File: src/common/seq_interlock_pkg.sv
// constants, types and register map of the sequence interlock
package seq_interlock_pkg;
  // ****************************************
  // allocation codes, bit positions in the allocation register
  // ****************************************
  localparam int ALLOC_W = 9;
  localparam int BIT_SERVO_ON = 0;
  localparam int BIT_POS_LIMIT = 1;
  localparam int BIT_NEG_LIMIT = 2;
  localparam int BIT_ESTOP = 3;
  localparam int BIT_PROP_ONLY = 4;
  localparam int BIT_DEV_CLEAR = 5;
  localparam int BIT_REGEN_OK = 6;
  localparam int BIT_AR_SEL0 = 7;
  localparam int BIT_AR_SEL1 = 8;
  // ****************************************
  // register map, byte addresses
  // ****************************************
  localparam logic [7:0] ADDR_CTRL = 8'h00;
  localparam logic [7:0] ADDR_ALLOC = 8'h04;
  localparam logic [7:0] ADDR_AR_FREQ0 = 8'h08;
  localparam logic [7:0] ADDR_AR_FREQ3 = 8'h14;
  localparam logic [7:0] ADDR_STATUS = 8'h18;
  localparam int CTRL_DIR_INVERT = 0;
  localparam int CTRL_TEST_MODE = 1;
  localparam int FREQ_W = 16;
  localparam int AR_COUNT = 4;
  // frequency in 0.1 Hz, 200.0 Hz is the disabling default
  localparam logic [15:0] AR_FREQ_DEFAULT = 16'h07D0;
  localparam logic [8:0] ALLOC_RESET = 9'h1FF;
  localparam logic [1:0] CTRL_RESET = 2'h0;
  localparam int SYNC_W = 11;
  // ****************************************
  // types
  // ****************************************
  typedef enum logic [1:0] {
    MODE_RUN,
    MODE_DECEL,
    MODE_COAST,
    MODE_HOLD
  } stopMode_e;
  // raw pins, limits, stop and overheat are b-contact (low = off)
  typedef struct packed {
    logic manualReverseCmd;
    logic manualForwardCmd;
    logic arSel1;
    logic arSel0;
    logic regenOk;
    logic devClear;
    logic propOnly;
    logic emergencyStopIn;
    logic negativeLimitIn;
    logic positiveLimitIn;
    logic servoOn;
  } seqPins_s;
  typedef struct packed {
    logic pulseFwdPass;
    logic pulseRevPass;
    logic manFwdPass;
    logic manRevPass;
  } cmdGate_s;
endpackage

File: src/design/servo_sequence_interlock.sv
// sequence input interlock with ahb-lite register slave
//
// The address map and register access over AHB-Lite were left to the implementer.
`timescale 1ns/100ps
module servo_sequence_interlock
  import seq_interlock_pkg::*;
(
  // clock and reset
  input wire logic clock,
  input wire logic srst,
  // ahb-lite slave
  input wire logic hsel,
  input wire logic [7:0] haddr,
  input wire logic [1:0] htrans,
  input wire logic hwrite,
  input wire logic [2:0] hsize,
  input wire logic [31:0] hwdata,
  input wire logic hready,
  output logic [31:0] hrdata,
  output logic hreadyout,
  output logic hresp,
  // sequence pins, asynchronous
  input wire seqPins_s seqPins,
  // motion core, same clock
  input wire logic motorDir,
  input wire logic zeroSpeed,
  input wire logic pulseValid,
  input wire logic pulseDir,
  // interlock results
  output stopMode_e stopMode,
  output cmdGate_s cmdGate,
  output logic deviationClear,
  output logic propControl,
  output logic ready,
  output logic overtravelDet,
  output logic estopDet,
  output logic [FREQ_W-1:0] antiResFreq,
  output logic antiResEnable
);
  // ****************************************
  // pin synchroniser
  // ****************************************
  logic [SYNC_W-1:0] sync1_q, sync2_q, sync3_q, filt_q;
  logic [SYNC_W-1:0] sync1_d, sync2_d, sync3_d, filt_d;
  seqPins_s pin;

  always_comb begin
    sync1_d = seqPins;
    sync2_d = sync1_q;
    sync3_d = sync2_q;
    // glitch filter: a change counts once stages two and three agree
    filt_d = (filt_q & (sync2_q ^ sync3_q)) | (sync3_q & ~(sync2_q ^ sync3_q));
  end

  always_ff @(posedge clock) begin
    if (srst) begin
      sync1_q <= '0;
      sync2_q <= '0;
      sync3_q <= '0;
      filt_q <= '0;
    end else begin
      sync1_q <= sync1_d;
      sync2_q <= sync2_d;
      sync3_q <= sync3_d;
      filt_q <= filt_d;
    end
  end

  assign pin = filt_q;

  // ****************************************
  // register file
  // ****************************************
  logic [1:0] ctrl_q, ctrl_d;
  logic [ALLOC_W-1:0] alloc_q, alloc_d;
  logic [FREQ_W-1:0] arFreq_q [AR_COUNT];
  logic [FREQ_W-1:0] arFreq_d [AR_COUNT];
  logic wrPend_q, wrPend_d;
  logic [7:0] wrAddr_q, wrAddr_d;
  logic [31:0] rdata_q, rdata_d;
  logic [31:0] status;
  logic addrPhase;

  assign addrPhase = hsel && hready && htrans[1];

  always_comb begin
    ctrl_d = ctrl_q;
    alloc_d = alloc_q;
    arFreq_d = arFreq_q;
    wrPend_d = addrPhase && hwrite;
    wrAddr_d = addrPhase ? haddr : wrAddr_q;
    rdata_d = rdata_q;
    if (wrPend_q) begin
      case (wrAddr_q)
        ADDR_CTRL: ctrl_d = hwdata[1:0];
        ADDR_ALLOC: alloc_d = hwdata[ALLOC_W-1:0];
        default: begin
          for (int i = 0; i < AR_COUNT; i++) begin
            if (wrAddr_q == ADDR_AR_FREQ0 + 8'(4 * i)) begin
              arFreq_d[i] = hwdata[FREQ_W-1:0];
            end
          end
        end
      endcase
    end
    if (addrPhase && !hwrite) begin
      rdata_d = '0;
      case (haddr)
        ADDR_CTRL: rdata_d = {30'h0000_0000, ctrl_q};
        ADDR_ALLOC: rdata_d = {23'h00_0000, alloc_q};
        ADDR_STATUS: rdata_d = status;
        default: begin
          for (int i = 0; i < AR_COUNT; i++) begin
            if (haddr == ADDR_AR_FREQ0 + 8'(4 * i)) begin
              rdata_d = {16'h0000, arFreq_q[i]};
            end
          end
        end
      endcase
    end
  end

  always_ff @(posedge clock) begin
    if (srst) begin
      ctrl_q <= CTRL_RESET;
      alloc_q <= ALLOC_RESET;
      for (int i = 0; i < AR_COUNT; i++) begin
        arFreq_q[i] <= AR_FREQ_DEFAULT;
      end
      wrPend_q <= 1'b0;
      wrAddr_q <= '0;
      rdata_q <= '0;
    end else begin
      ctrl_q <= ctrl_d;
      alloc_q <= alloc_d;
      arFreq_q <= arFreq_d;
      wrPend_q <= wrPend_d;
      wrAddr_q <= wrAddr_d;
      rdata_q <= rdata_d;
    end
  end

  // zero wait states, always okay
  logic hreadyout_q, hresp_q;
  always_ff @(posedge clock) begin
    if (srst) begin
      hreadyout_q <= 1'b1;
      hresp_q <= 1'b0;
    end else begin
      hreadyout_q <= 1'b1;
      hresp_q <= 1'b0;
    end
  end
  assign hreadyout = hreadyout_q;
  assign hresp = hresp_q;
  assign hrdata = rdata_q;

  // ****************************************
  // effective inputs after allocation
  // ****************************************
  logic servoOnEff, posTrip, negTrip, estopTrip, regenTrip;
  logic propEff, devClrEff, testMode, otAny, movePos, moveNeg, runOk;
  logic [1:0] arSel;

  always_comb begin
    // unallocated b-contacts read as never tripped
    servoOnEff = !alloc_q[BIT_SERVO_ON] || pin.servoOn;
    posTrip = alloc_q[BIT_POS_LIMIT] && !pin.positiveLimitIn;
    negTrip = alloc_q[BIT_NEG_LIMIT] && !pin.negativeLimitIn;
    estopTrip = alloc_q[BIT_ESTOP] && !pin.emergencyStopIn;
    regenTrip = alloc_q[BIT_REGEN_OK] && !pin.regenOk;
    propEff = alloc_q[BIT_PROP_ONLY] && pin.propOnly;
    devClrEff = alloc_q[BIT_DEV_CLEAR] && pin.devClear;
    arSel[0] = alloc_q[BIT_AR_SEL0] && pin.arSel0;
    arSel[1] = alloc_q[BIT_AR_SEL1] && pin.arSel1;
    testMode = ctrl_q[CTRL_TEST_MODE];
    otAny = posTrip || negTrip;
    // positive sense follows the direction setting
    movePos = !zeroSpeed && (motorDir ^ ctrl_q[CTRL_DIR_INVERT]);
    moveNeg = !zeroSpeed && !(motorDir ^ ctrl_q[CTRL_DIR_INVERT]);
    runOk = servoOnEff && !estopTrip && !regenTrip && !devClrEff;
  end

  // ****************************************
  // stop priority and command gating
  // ****************************************
  stopMode_e mode_q, mode_d;
  cmdGate_s gate_q, gate_d;
  logic devClr_q, devClr_d, prop_q, prop_d, ready_q, ready_d;
  logic otDet_q, otDet_d, estopDet_q, estopDet_d;
  logic [FREQ_W-1:0] arOut_q, arOut_d;
  logic arEn_q, arEn_d;

  always_comb begin
    // emergency stop with servo on outranks every other condition; with servo off it stops like overheat
    if (estopTrip && servoOnEff) begin
      mode_d = MODE_HOLD;
    end else if (estopTrip || regenTrip || !servoOnEff) begin
      mode_d = zeroSpeed ? MODE_COAST : MODE_DECEL;
    end else if ((posTrip && movePos) || (negTrip && moveNeg)) begin
      mode_d = MODE_DECEL;
    end else begin
      mode_d = MODE_RUN;
    end
    gate_d.pulseFwdPass = pulseValid && pulseDir && runOk && !posTrip;
    gate_d.pulseRevPass = pulseValid && !pulseDir && runOk && !negTrip;
    // manual feed away from a tripped limit only in test mode, never past it
    gate_d.manFwdPass = pin.manualForwardCmd && runOk && !posTrip
      && (testMode || !otAny);
    gate_d.manRevPass = pin.manualReverseCmd && runOk && !negTrip
      && (testMode || !otAny);
    devClr_d = devClrEff || otAny || estopTrip;
    prop_d = propEff;
    ready_d = servoOnEff && !estopTrip && !regenTrip && !otAny;
    otDet_d = otAny;
    estopDet_d = estopTrip;
    arOut_d = arFreq_q[arSel];
    arEn_d = arFreq_q[arSel] != AR_FREQ_DEFAULT;
  end

  always_ff @(posedge clock) begin
    if (srst) begin
      mode_q <= MODE_COAST;
      gate_q <= '0;
      devClr_q <= 1'b0;
      prop_q <= 1'b0;
      ready_q <= 1'b0;
      otDet_q <= 1'b0;
      estopDet_q <= 1'b0;
      arOut_q <= AR_FREQ_DEFAULT;
      arEn_q <= 1'b0;
    end else begin
      mode_q <= mode_d;
      gate_q <= gate_d;
      devClr_q <= devClr_d;
      prop_q <= prop_d;
      ready_q <= ready_d;
      otDet_q <= otDet_d;
      estopDet_q <= estopDet_d;
      arOut_q <= arOut_d;
      arEn_q <= arEn_d;
    end
  end

  assign stopMode = mode_q;
  assign cmdGate = gate_q;
  assign deviationClear = devClr_q;
  assign propControl = prop_q;
  assign ready = ready_q;
  assign overtravelDet = otDet_q;
  assign estopDet = estopDet_q;
  assign antiResFreq = arOut_q;
  assign antiResEnable = arEn_q;

  // status snapshot for software
  assign status = {14'h0000, arEn_q, mode_q, estopDet_q, otDet_q, ready_q,
    devClr_q, filt_q};

  // ****************************************
  // checks
  // ****************************************
  property p_otDetect;
    @(posedge clock) disable iff (srst) (posTrip || negTrip) |=> overtravelDet;
  endproperty
  a_otDetect: assert property (p_otDetect) else $error("overtravel not flagged");

  property p_estopDetect;
    @(posedge clock) disable iff (srst) estopTrip |=> estopDet && !ready;
  endproperty
  a_estopDetect: assert property (p_estopDetect) else $error("estop not flagged");

  property p_estopHold;
    @(posedge clock) disable iff (srst)
      (estopTrip && servoOnEff) |=> stopMode == MODE_HOLD && cmdGate == '0;
  endproperty
  a_estopHold: assert property (p_estopHold) else $error("estop not holding");

  property p_devClear;
    @(posedge clock) disable iff (srst)
      (estopTrip || otAny || devClrEff) |=> deviationClear;
  endproperty
  a_devClear: assert property (p_devClear) else $error("deviation not cleared");

  property p_limitBlocks;
    @(posedge clock) disable iff (srst)
      posTrip |=> !cmdGate.pulseFwdPass && !cmdGate.manFwdPass;
  endproperty
  a_limitBlocks: assert property (p_limitBlocks) else $error("limit let command through");

  property p_arSelect;
    @(posedge clock) disable iff (srst)
      arSel == 2'b10 |=> antiResFreq == $past(arFreq_q[2]);
  endproperty
  a_arSelect: assert property (p_arSelect) else $error("wrong anti-resonance pick");

  property p_servoOff;
    @(posedge clock) disable iff (srst)
      !servoOnEff |=> !ready && cmdGate == '0 && stopMode != MODE_RUN;
  endproperty
  a_servoOff: assert property (p_servoOff) else $error("servo off not stopping");

  property p_regenStop;
    @(posedge clock) disable iff (srst)
      (regenTrip && !estopTrip) |=> (stopMode == MODE_COAST) == $past(zeroSpeed);
  endproperty
  a_regenStop: assert property (p_regenStop) else $error("overheat stop wrong");

  property p_devClrBlocks;
    @(posedge clock) disable iff (srst) devClrEff |=> cmdGate == '0;
  endproperty
  a_devClrBlocks: assert property (p_devClrBlocks) else $error("clear let command through");
endmodule

File: config.mk
export PLATFORM = sky130hd
export DESIGN_NAME = servo_sequence_interlock
export DESIGN_NICKNAME = d
export VERILOG_FILES = /design/src/common/seq_interlock_pkg.sv /design/src/design/servo_sequence_interlock.sv
export SDC_FILE = /design/constraint.sdc
export NUM_CORES = 1
export LEC_CHECK = 0
export CORE_UTILIZATION = 45
export DETAILED_ROUTE_END_ITERATION = 10
export DONT_BUFFER_PORTS = 1
export RECOVER_POWER = 100
export SKIP_CTS_REPAIR_TIMING = 1
export SLEW_MARGIN = 20
export SYNTH_ARGS = -nofsm -noshare
export SYNTH_HDL_FRONTEND = slang
export SYNTH_SLANG_ARGS = --single-unit
File: constraint.sdc
create_clock -name clock -period 2.3 [get_ports clock]
set_clock_uncertainty 0.15 [all_clocks]
set_input_delay 0.46 -clock clock [delete_from_list [all_inputs] [get_ports clock]]
set_output_delay 0.46 -clock clock [all_outputs]
set_load 0.03 [all_outputs]
After elaboration in Yosys (flattened, before gate mapping)
Index checks and enable logic that the tools add are counted.

Magnitude comparators: 1. Eq/ne operators: 12. Multiplexer cells: 12. Bitwise operators: 8. Reductions and logical operators: 67.

Operator list (number): $mux W32 (3); $pmux W32 S3 (1); $mux W16 (3); $eq A8 B5 Y1 const B (5); $logic_and A1 B1 Y1 (33); $bmux W16 S2 (1); $eq A8 B4 Y1 const B (4); $and A11 B11 Y11 (2); $eq A8 B3 Y1 const B (2); $logic_not A1 Y1 (16); $logic_not A8 Y1 (2); $ne A16 B11 Y1 const B (1); $reduce_and A3 Y1 (4); $not A11 Y11 (1); $or A11 B11 Y11 (1); $xor A11 B11 Y11 (1); $logic_or A1 B1 Y1 (8); $mux W2 (2); $reduce_and A2 Y1 (2); $reduce_or A2 Y1 (2); $ge A3 B3 Y1 const B (1); $not A2 Y3 (1); $mux W1 (2); $not A1 Y1 (1); $xor A1 B1 Y1 (1).

Bits in registers: 188. Input bits: 65. Output and inout port bits: 62. Word-level logic and storage cells: 126.

Logic depth before layout (Yosys ltp)
Gate-level depths: netlist (run 1).

Depth after elaboration: 9. Depth in mapped cells: 7. Gate-level depth less buffers: 5.

Worst setup path after synthesis (run 1)
OpenSTA, ideal clock, no wires.

Kind: input -> register. From: input port haddr[0]. To: register rdata_q[10] (netlist: hrdata[10]). Setup time: 0.080 ns. Arrival time: 1.823 ns. Required time: 2.070 ns. Setup slack: 0.246 ns. Stages: 5. Buffers on the path: 0. Path through: or4_4 nor4b_4 a22o_2 o211ai_2 a211oi_2.

Cells in the longest elaborated chain, start to end: 6. Elaborated cells on any way between the ends: 12. Classes of those cells: eq/ne: 6; mux: 5; reduce/logical: 1.

RTL lines: start: declaration (RTL line servo_sequence_interlock.sv:13) `input wire logic [7:0] haddr,`; $eq A8 B4 Y1 (RTL line servo_sequence_interlock.sv:114) `if (haddr == ADDR_AR_FREQ0 + 8'(4 * i)) begin`; $mux W16 (RTL line servo_sequence_interlock.sv:114); $mux W32 (3 in a row) (RTL line servo_sequence_interlock.sv:114); $pmux W32 S3 (*) (RTL line servo_sequence_interlock.sv:108) `case (haddr)`; end signal: assignment (RTL line servo_sequence_interlock.sv:139) `rdata_q <= rdata_d;`; end: declaration (RTL line servo_sequence_interlock.sv:80) `logic [31:0] rdata_q, rdata_d;`.

Every way passes the cells marked *; elsewhere a longest branch is shown, timed or not. A chain may end at the register's enable or synchronous reset.

==> metrics.md, run 1 <==
| Metric | Value |
|---|---|
| Gpl congestion | 0.8758 |
| Final ANT Viol Nets | 0 |
| Total CTS buffers | 17 |
| Slew margin rel. | -0.1993 |
| Multi-input gate area | 3485 µm² |
| CTS tree | done |
| Slowest stage delay, CP | 540 ps |
| Period minus WS final | 2252 ps |
| CP max stage cell | dlygate4sd3_1 |
| Final wirelength | 20630 µm |
| Failing checks | max-capacitance violations, max-slew violations |
| CP Class | flip-flop to flip-flop |
| Status | finished, violations left |
| Worst Path Max Fanout | 7 |
| Hold path depth | 1 |
| Netlist cell types | 59 |
| Synthesized area per cell | 9.594 µm² |
| CP Capture Type | flip-flop |
| Total power | 6.269 mW |
| Crit Reg-Reg Endpoint | antiResFreq[14]$_SDFF_PP0_ |
| Drt drc | 0 |
| First-pass GRT wire length | 29350 µm |
| Cell area after synthesis | 7340 µm² |
| Initial drt markers | 506 |
| PD cells | 715.8 nW/µm² |
| Most used cell, CP | buf_4 |
| Total grt overflow | 0 |
| Final Instance Area | 8757 µm² |
| Number of max-cap violations | 1 |
| HP Start | seqPins[2] |
| Commonest non-fill, non-tap cell in the layout | dfxtp_1 |
| P_leak | 3.415 nW |
| Final Max Tran Viols | 81 |
| Tot GR Track Use | 0.2330 |
| Dpl cell area | 7617 µm² |
| CTS Sinks | 174 |
| Fin. Hold Viols | 0 |
| Worst ir drop on vdd | 0.5957 mV |
| Worst path cell trace | buf_4, nand2_1, buf_4, mux4_2, nor2b_1, dlygate4sd3_1 |
| Nets | 897 |
| Number of I/O pins | 127 |
| DIE WIDTH | 129.7 µm |
| Root buf cell | clkbuf_16 |
| WP data arrival | 2420 ps |
| Port buffer count | 0 |
| Reg2Reg Depth | 6 |
| Antenna diodes | 0 |
| CP Launch Type | flip-flop |
| Storage cell area | 3483 µm² |
| Final Cycle Share | 0.9790 |
| Yosys reg bits | 174 |
| R2R Setup Slk | 50 ps |
| Commonest cells after routing, fill and taps aside | dfxtp_1 (174), nand2_1 (99), nor2b_1 (64) |
| Initial antenna violation count | 0 |
| Area Growth Syn to Fin | 19.31% |
| DR vias | 5966 |
| Die ar. | 16820 µm² |
| CP delay by family, top | buffers and inverters |
| Clk_lat worst skew | 430 ps |
| Vias per inst | 5.623 |
| Yosys warns | 0 |
| Layout cells sized above 1 | 0.1302 |
| CTS Buffer Depth | 2 |
| Post-Syn Instances | 765 |
| FFs w/ async S/R, synth | 0 |
| Setup TNS | 0 ps |
| Clock-pin slew on the worst setup and hold paths | 80 ps |
| Main flop type after synthesis | dfxtp_1 |
| Drt first pass iters | 5 |
| Post-DP HPWL | 13050 µm |
| Data required time of the worst path | 2470 ps |
| Sequential area share after synthesis | 0.4746 |
| Starting Density | 0.4620 |
| H-Tree Depth | 4 |
| WL/cell | 19.44 µm |
| WP buf/inv | 3 |
| Fill cell count | 1453 |
| Hold Path End | sync1_q[2]$_SDFF_PP0_ |
| Slew @ Worst Pin | 1799 ps |
| Largest net degree at the start of global routing | 167 |
| Rows | 46 |
| Fmax | 444.1 MHz |
| Hold Path Class | input port to flip-flop |
| Vias in the first global route | 5334 |
| DIE HEIGHT | 129.7 µm |
| Number of flops mapped to enable cells by yosys | 0 |
| Final setup vio count | 0 |
| Core area | 15890 µm² |
## cells in the mapped netlist, types with 3 or more instances
cell / n / area, µm²
buf_4: 19 / 142.6
buf_2: 14 / 70.07
or2_2: 5 / 31.28
a222oi_1: 7 / 70.07
nor4_1: 3 / 18.77
and3_1: 4 / 25.02
mux2i_1: 25 / 250.2
mux4_2: 16 / 360.4
a211oi_1: 6 / 45.04
clkbuf_1: 26 / 97.59
o211ai_2: 6 / 75.07
dfxtp_1: 174 / 3483
o21ai_0: 21 / 105.1
nor3_1: 8 / 40.04
a221oi_1: 9 / 78.83
nor2_1: 63 / 236.5
a22o_2: 6 / 60.06
a21oi_1: 52 / 260.3
nand3_1: 5 / 25.02
a211oi_2: 8 / 100.1
nand2_1: 98 / 367.9
a211o_1: 28 / 245.2
and4b_1: 3 / 30.03
nand3b_1: 10 / 75.07
o2bb2ai_1: 7 / 61.31
buf_1: 5 / 18.77
a21o_1: 7 / 52.55
inv_1: 11 / 41.29
nand2b_1: 5 / 31.28
o211ai_1: 8 / 60.06
nor2b_1: 64 / 400.4
## routing by layer
layer | routed length (µm) | track usage | up-vias
li1 | - | - | 2805
met1 | 8863 | 0.3035 | 2903
met2 | 9931 | 0.3753 | 237
met3 | 1506 | 0.06437 | 21
met4 | 324 | 0.07319 | 0
met5 | 0 | 0 | -
## cell families after synthesis
family / after synthesis / share of synthesized area
xor gates and xnor gates: 1 / 0.001194
buffers and inverters: 76 / 0.05200
DFF: 174 / 0.4746
AOI/OAI and AO/OA: 177 / 0.1788
and+or+nand+nor: 293 / 0.2076
muxes: 42 / 0.08473
other: 2 / 0.001023
## through the flow
step	hold slack, ps	worst slack, ps	utilization	instances
after floorplan	263.8	246.3	-	779
after global placement	266.7	-14.28	0.4795	966
after detailed placement	277.8	-54.53	0.4795	966
after CTS	-72.28	256.2	0.5169	998
after global routing	2.531	-22.65	0.5513	1061
final	5.060	48.31	0.5513	1061
## worst max-delay path by stage
stage / from / end / slack, ps / cells after the start
floorplan: haddr[0] / hrdata[10]$_SDFFE_PP0P_ / 250 / 5
global placement: haddr[0] / hrdata[15]$_SDFFE_PP0P_ / -10 / 6
detailed placement: haddr[0] / hrdata[15]$_SDFFE_PP0P_ / -50 / 6
CTS: flip-flop / antiResEnable$_SDFF_PP0_ / 260 / 6
global route: wrAddr_q[0]$_SDFFE_PP0P_ / arFreq_q[5]$_SDFFE_PP0P_ / -20 / 7
finish: flip-flop / antiResFreq[14]$_SDFF_PP0_ / 50 / 6
## registers in the layout, indices dropped and copies added, names as in the netlist, named ones only
name,flops
alloc_q,9
antiResEnable,1
antiResFreq,16
arFreq_q,64
cmdGate,4
ctrl_q,2
deviationClear,1
estopDet,1
hrdata,18
overtravelDet,1
propControl,1
ready,1
stopMode,2
sync1_q,11
sync2_q,11
sync3_q,11
wrAddr_q,8
wrPend_q,1
## area by class of cell
type,count,share of cell area
Clock inverter,15,0.01915
Inverter,11,0.004715
Timing Repair Buffer,99,0.1010
Clock buffer,17,0.04858
Tap cell,216,0.03086
Sequential cell,174,0.3978
Multi-Input combinational cell,529,0.3979
## report_power, final
part           switching [mW]  internal, mW  leakage (nW)  total (mW)
Clock                    1.40          1.47         0.288        2.87
Sequential             0.0561          3.06          1.41        3.11
Combinational           0.168         0.123          1.71       0.291
## worst reg2reg max path: cells and delay by family (launching register included)
kind | cells | cell delay, ps
buf+inv | 3 | 900
flops | 1 | 330
mux | 1 | 520
simple gates | 2 | 250
Power figures use the tool's default switching activity.
==> run 2: changes to the inputs <==
--- a/config.mk
+++ b/config.mk
@@ -8,6 +8,7 @@
 export CORE_UTILIZATION = 45
 export DETAILED_ROUTE_END_ITERATION = 10
 export DONT_BUFFER_PORTS = 1
+export PLACE_DENSITY = 0.7
 export RECOVER_POWER = 100
 export SKIP_CTS_REPAIR_TIMING = 1
 export SLEW_MARGIN = 20
==> run 2 against run 1 <==
  * The flow still finishes with violations (max-capacitance violations, max-slew violations)
  * Via count up 1.1%
  * Sequential power about the same
  * Clock-buffer cell count up 1
==> metrics.md, run 2 (synthesis results as in run 1) <==
| Metric | Value |
|---|---|
| Clock power frac | 0.475 (+0.018) |
| Drt first pass iters | 6 (+1) |
| Number of I/O pins | 127 (unchanged) |
| Final setup vio count | 0 (unchanged) |
| Rows | 46 (unchanged) |
| Hold Path End | arFreq_q[1]$_SDFFE_PP0P_ |
| Final ANT Viol Nets | 0 (unchanged) |
| Commonest cells after routing, fill and taps aside | dfxtp_1 (174), nand2_1 (98), dlygate4sd3_1 (79) |
| Fill cell count | 1418 (-2.4%) |
| Initial drt markers | 619 (+22%) |
| Storage cell area | 3483 µm² (unchanged) |
| Antenna diodes | 0 (unchanged) |
| Number of max-cap violations | 1 (unchanged) |
| DIE HEIGHT | 129.7 µm (unchanged) |
| Reg2Reg Depth | 5 (-1) |
| Comb power frac | 0.046 (about the same) |
| CTS Buffer Depth | 2 (unchanged) |
| DR vias | 6030 (+1.1%) |
| Hold Path Class | input port to flip-flop |
| Post-DP HPWL | 12360 µm (-5.3%) |
| Status | finished, violations left |
| Total grt overflow | 0 (unchanged) |
| Clock-pin slew on the worst setup and hold paths | 70 ps (about the same) |
| Final wirelength | 20160 µm (-2.2%) |
| WP data arrival | 2460 ps (+40 ps) |
| CP Launch Type | flip-flop |
| Final Cycle Share | 0.9963 (+0.01735) |
| CP Capture Type | flip-flop |
| Total CTS buffers | 17 (unchanged) |
| Root buf cell | clkbuf_16 |
| Net Switching | 1.536 mW (-5.4%) |
| Multi-input gate area | 3500 µm² (+0.43%) |
| Core area | 15890 µm² (unchanged) |
| HP Start | hwdata[1] |
| Fmax | 436.4 MHz (-1.7%) |
| Most flops, register | arFreq_q |
| H-Tree Depth | 4 (unchanged) |
| Nets | 911 (+1.6%) |
| Fin Hold WS | 6.016 ps (+0.9561 ps) |
| RR Startpoint | ctrl_q[0]$_SDFFE_PP0P_ |
| Gpl congestion | 0.8367 (-4.5%) |
| Setup slack after layout | 8.409 ps (-39.90 ps) |
| R2R Setup Slk | 8 ps (-40 ps) |
| Slew @ Worst Pin | 1838 ps (+38.72 ps) |
| P_leak | 3.523 nW (+3.1%) |
| Failing checks | max-capacitance violations, max-slew violations |
| Period minus WS final | 2292 ps (+39.90 ps) |
| Slew margin rel. | -0.2251 (-0.02581) |
| Largest register FFs | 64 (unchanged) |
| Die ar. | 16820 µm² (unchanged) |
| CTS Sinks | 174 (unchanged) |
| WL/cell | 18.75 µm (-3.5%) |
| CP Class | flip-flop to flip-flop |
| Vias in the first global route | 5202 (-2.5%) |
| Initial antenna violation count | 0 (unchanged) |
| Worst ir drop on vdd | 0.5032 mV (-16%) |
| Port buffer count | 0 (unchanged) |
| First-pass GRT wire length | 28460 µm (-3.0%) |
| Worst Path Max Fanout | 3 (-4) |
| Flop pwr share | 0.478 (-0.018) |
| Commonest non-fill, non-tap cell in the layout | dfxtp_1 |
| Vias per inst | 5.609 (-0.24%) |
| Data required time of the worst path | 2470 ps (about the same) |
| Hold path depth | 2 (+1) |
| CTS tree | done |
| Largest net degree at the start of global routing | 167 (unchanged) |
| Drt drc | 0 (unchanged) |
| Crit Reg-Reg Endpoint | hrdata[0]$_SDFFE_PP0P_ |
| Layout cells sized above 1 | 0.1257 (-0.004450) |
| Final Instance Area | 8960 µm² (+2.3%) |
| Fin. Hold Viols | 0 (unchanged) |
| Tot GR Track Use | 0.2251 (-0.007845) |
| Area Growth Syn to Fin | 22.08% |
| Sw Share | 0.2360 (-0.02299) |
| PD cells | 726.6 nW/µm² (+1.5%) |
| Final Max Tran Viols | 85 (+4.9%) |
| Dpl cell area | 7595 µm² (-0.30%) |
| Clk_lat worst skew | 430 ps (about the same) |
| Worst slack at placement | -20.58 ps (+33.94 ps) |
| Starting Density | 0.4620 (unchanged) |
| DIE WIDTH | 129.7 µm (unchanged) |
| Int Pwr | 4.974 mW (+7.1%) |
## run 2: worst max-delay path, cell delays in order (launching register included)
cell	delay, ps
dfxtp_1	330
mux4_2	450
a22o_1	240
a221oi_1	340
nor3_1	100
dlygate4sd3_1	570
## run 2: worst max-delay path by stage
stage / startpoint / end / slack [ps] / cells past startpoint
CTS: flip-flop / antiResEnable$_SDFF_PP0_ / 110 / 7
finish: ctrl_q[0]$_SDFFE_PP0P_ / hrdata[0]$_SDFFE_PP0P_ / 8 / 5
floorplan: haddr[0] / hrdata[10]$_SDFFE_PP0P_ / 250 / 5
detailed placement: haddr[0] / hrdata[7]$_SDFFE_PP0P_ / -20 / 5
global placement: haddr[0] / hrdata[8]$_SDFFE_PP0P_ / -20 / 5
global route: ctrl_q[0]$_SDFFE_PP0P_ / hrdata[0]$_SDFFE_PP0P_ / -40 / 5
## run 2: cell type report
class,instances,share of cell area
Inverter,11,0.004608
Timing Repair Buffer,113,0.1145
Sequential cell,174,0.3888
Clock inverter,14,0.02234
Multi-Input combinational cell,529,0.3906
Clock buffer,18,0.04902
Tap cell,216,0.03016
## run 2: power by group through the flow
stage / logic (mW) / registers, mW / clock network, mW
finish: 0.302 / 3.11 / 3.09
global route: 0.326 / 3.12 / 3.28
CTS: 0.194 / 3.11 / 3.13
detailed placement: 0.193 / 3.18 / 0
global placement: 0.191 / 3.18 / 0
floorplan: 0.228 / 3.17 / 0
## run 2: layer usage
layer | GRT usage | part of all wire
met3 | 0.07749 | 0.071
met2 | 0.3570 | 0.49
met5 | 0 | 0
met1 | 0.2865 | 0.42
met4 | 0.07524 | 0.018
## run 2: stage by stage
step	util	TNS (ps)	total power [mW]	std cells
after CTS	0.5184	0	6.434	995
after detailed placement	0.4781	-95.48	3.376	963
after floorplan	-	0	3.400	779
final	0.5640	0	6.510	1075
after global routing	0.5640	-40.19	6.723	1075
after global placement	0.4781	-15.62	3.372	963
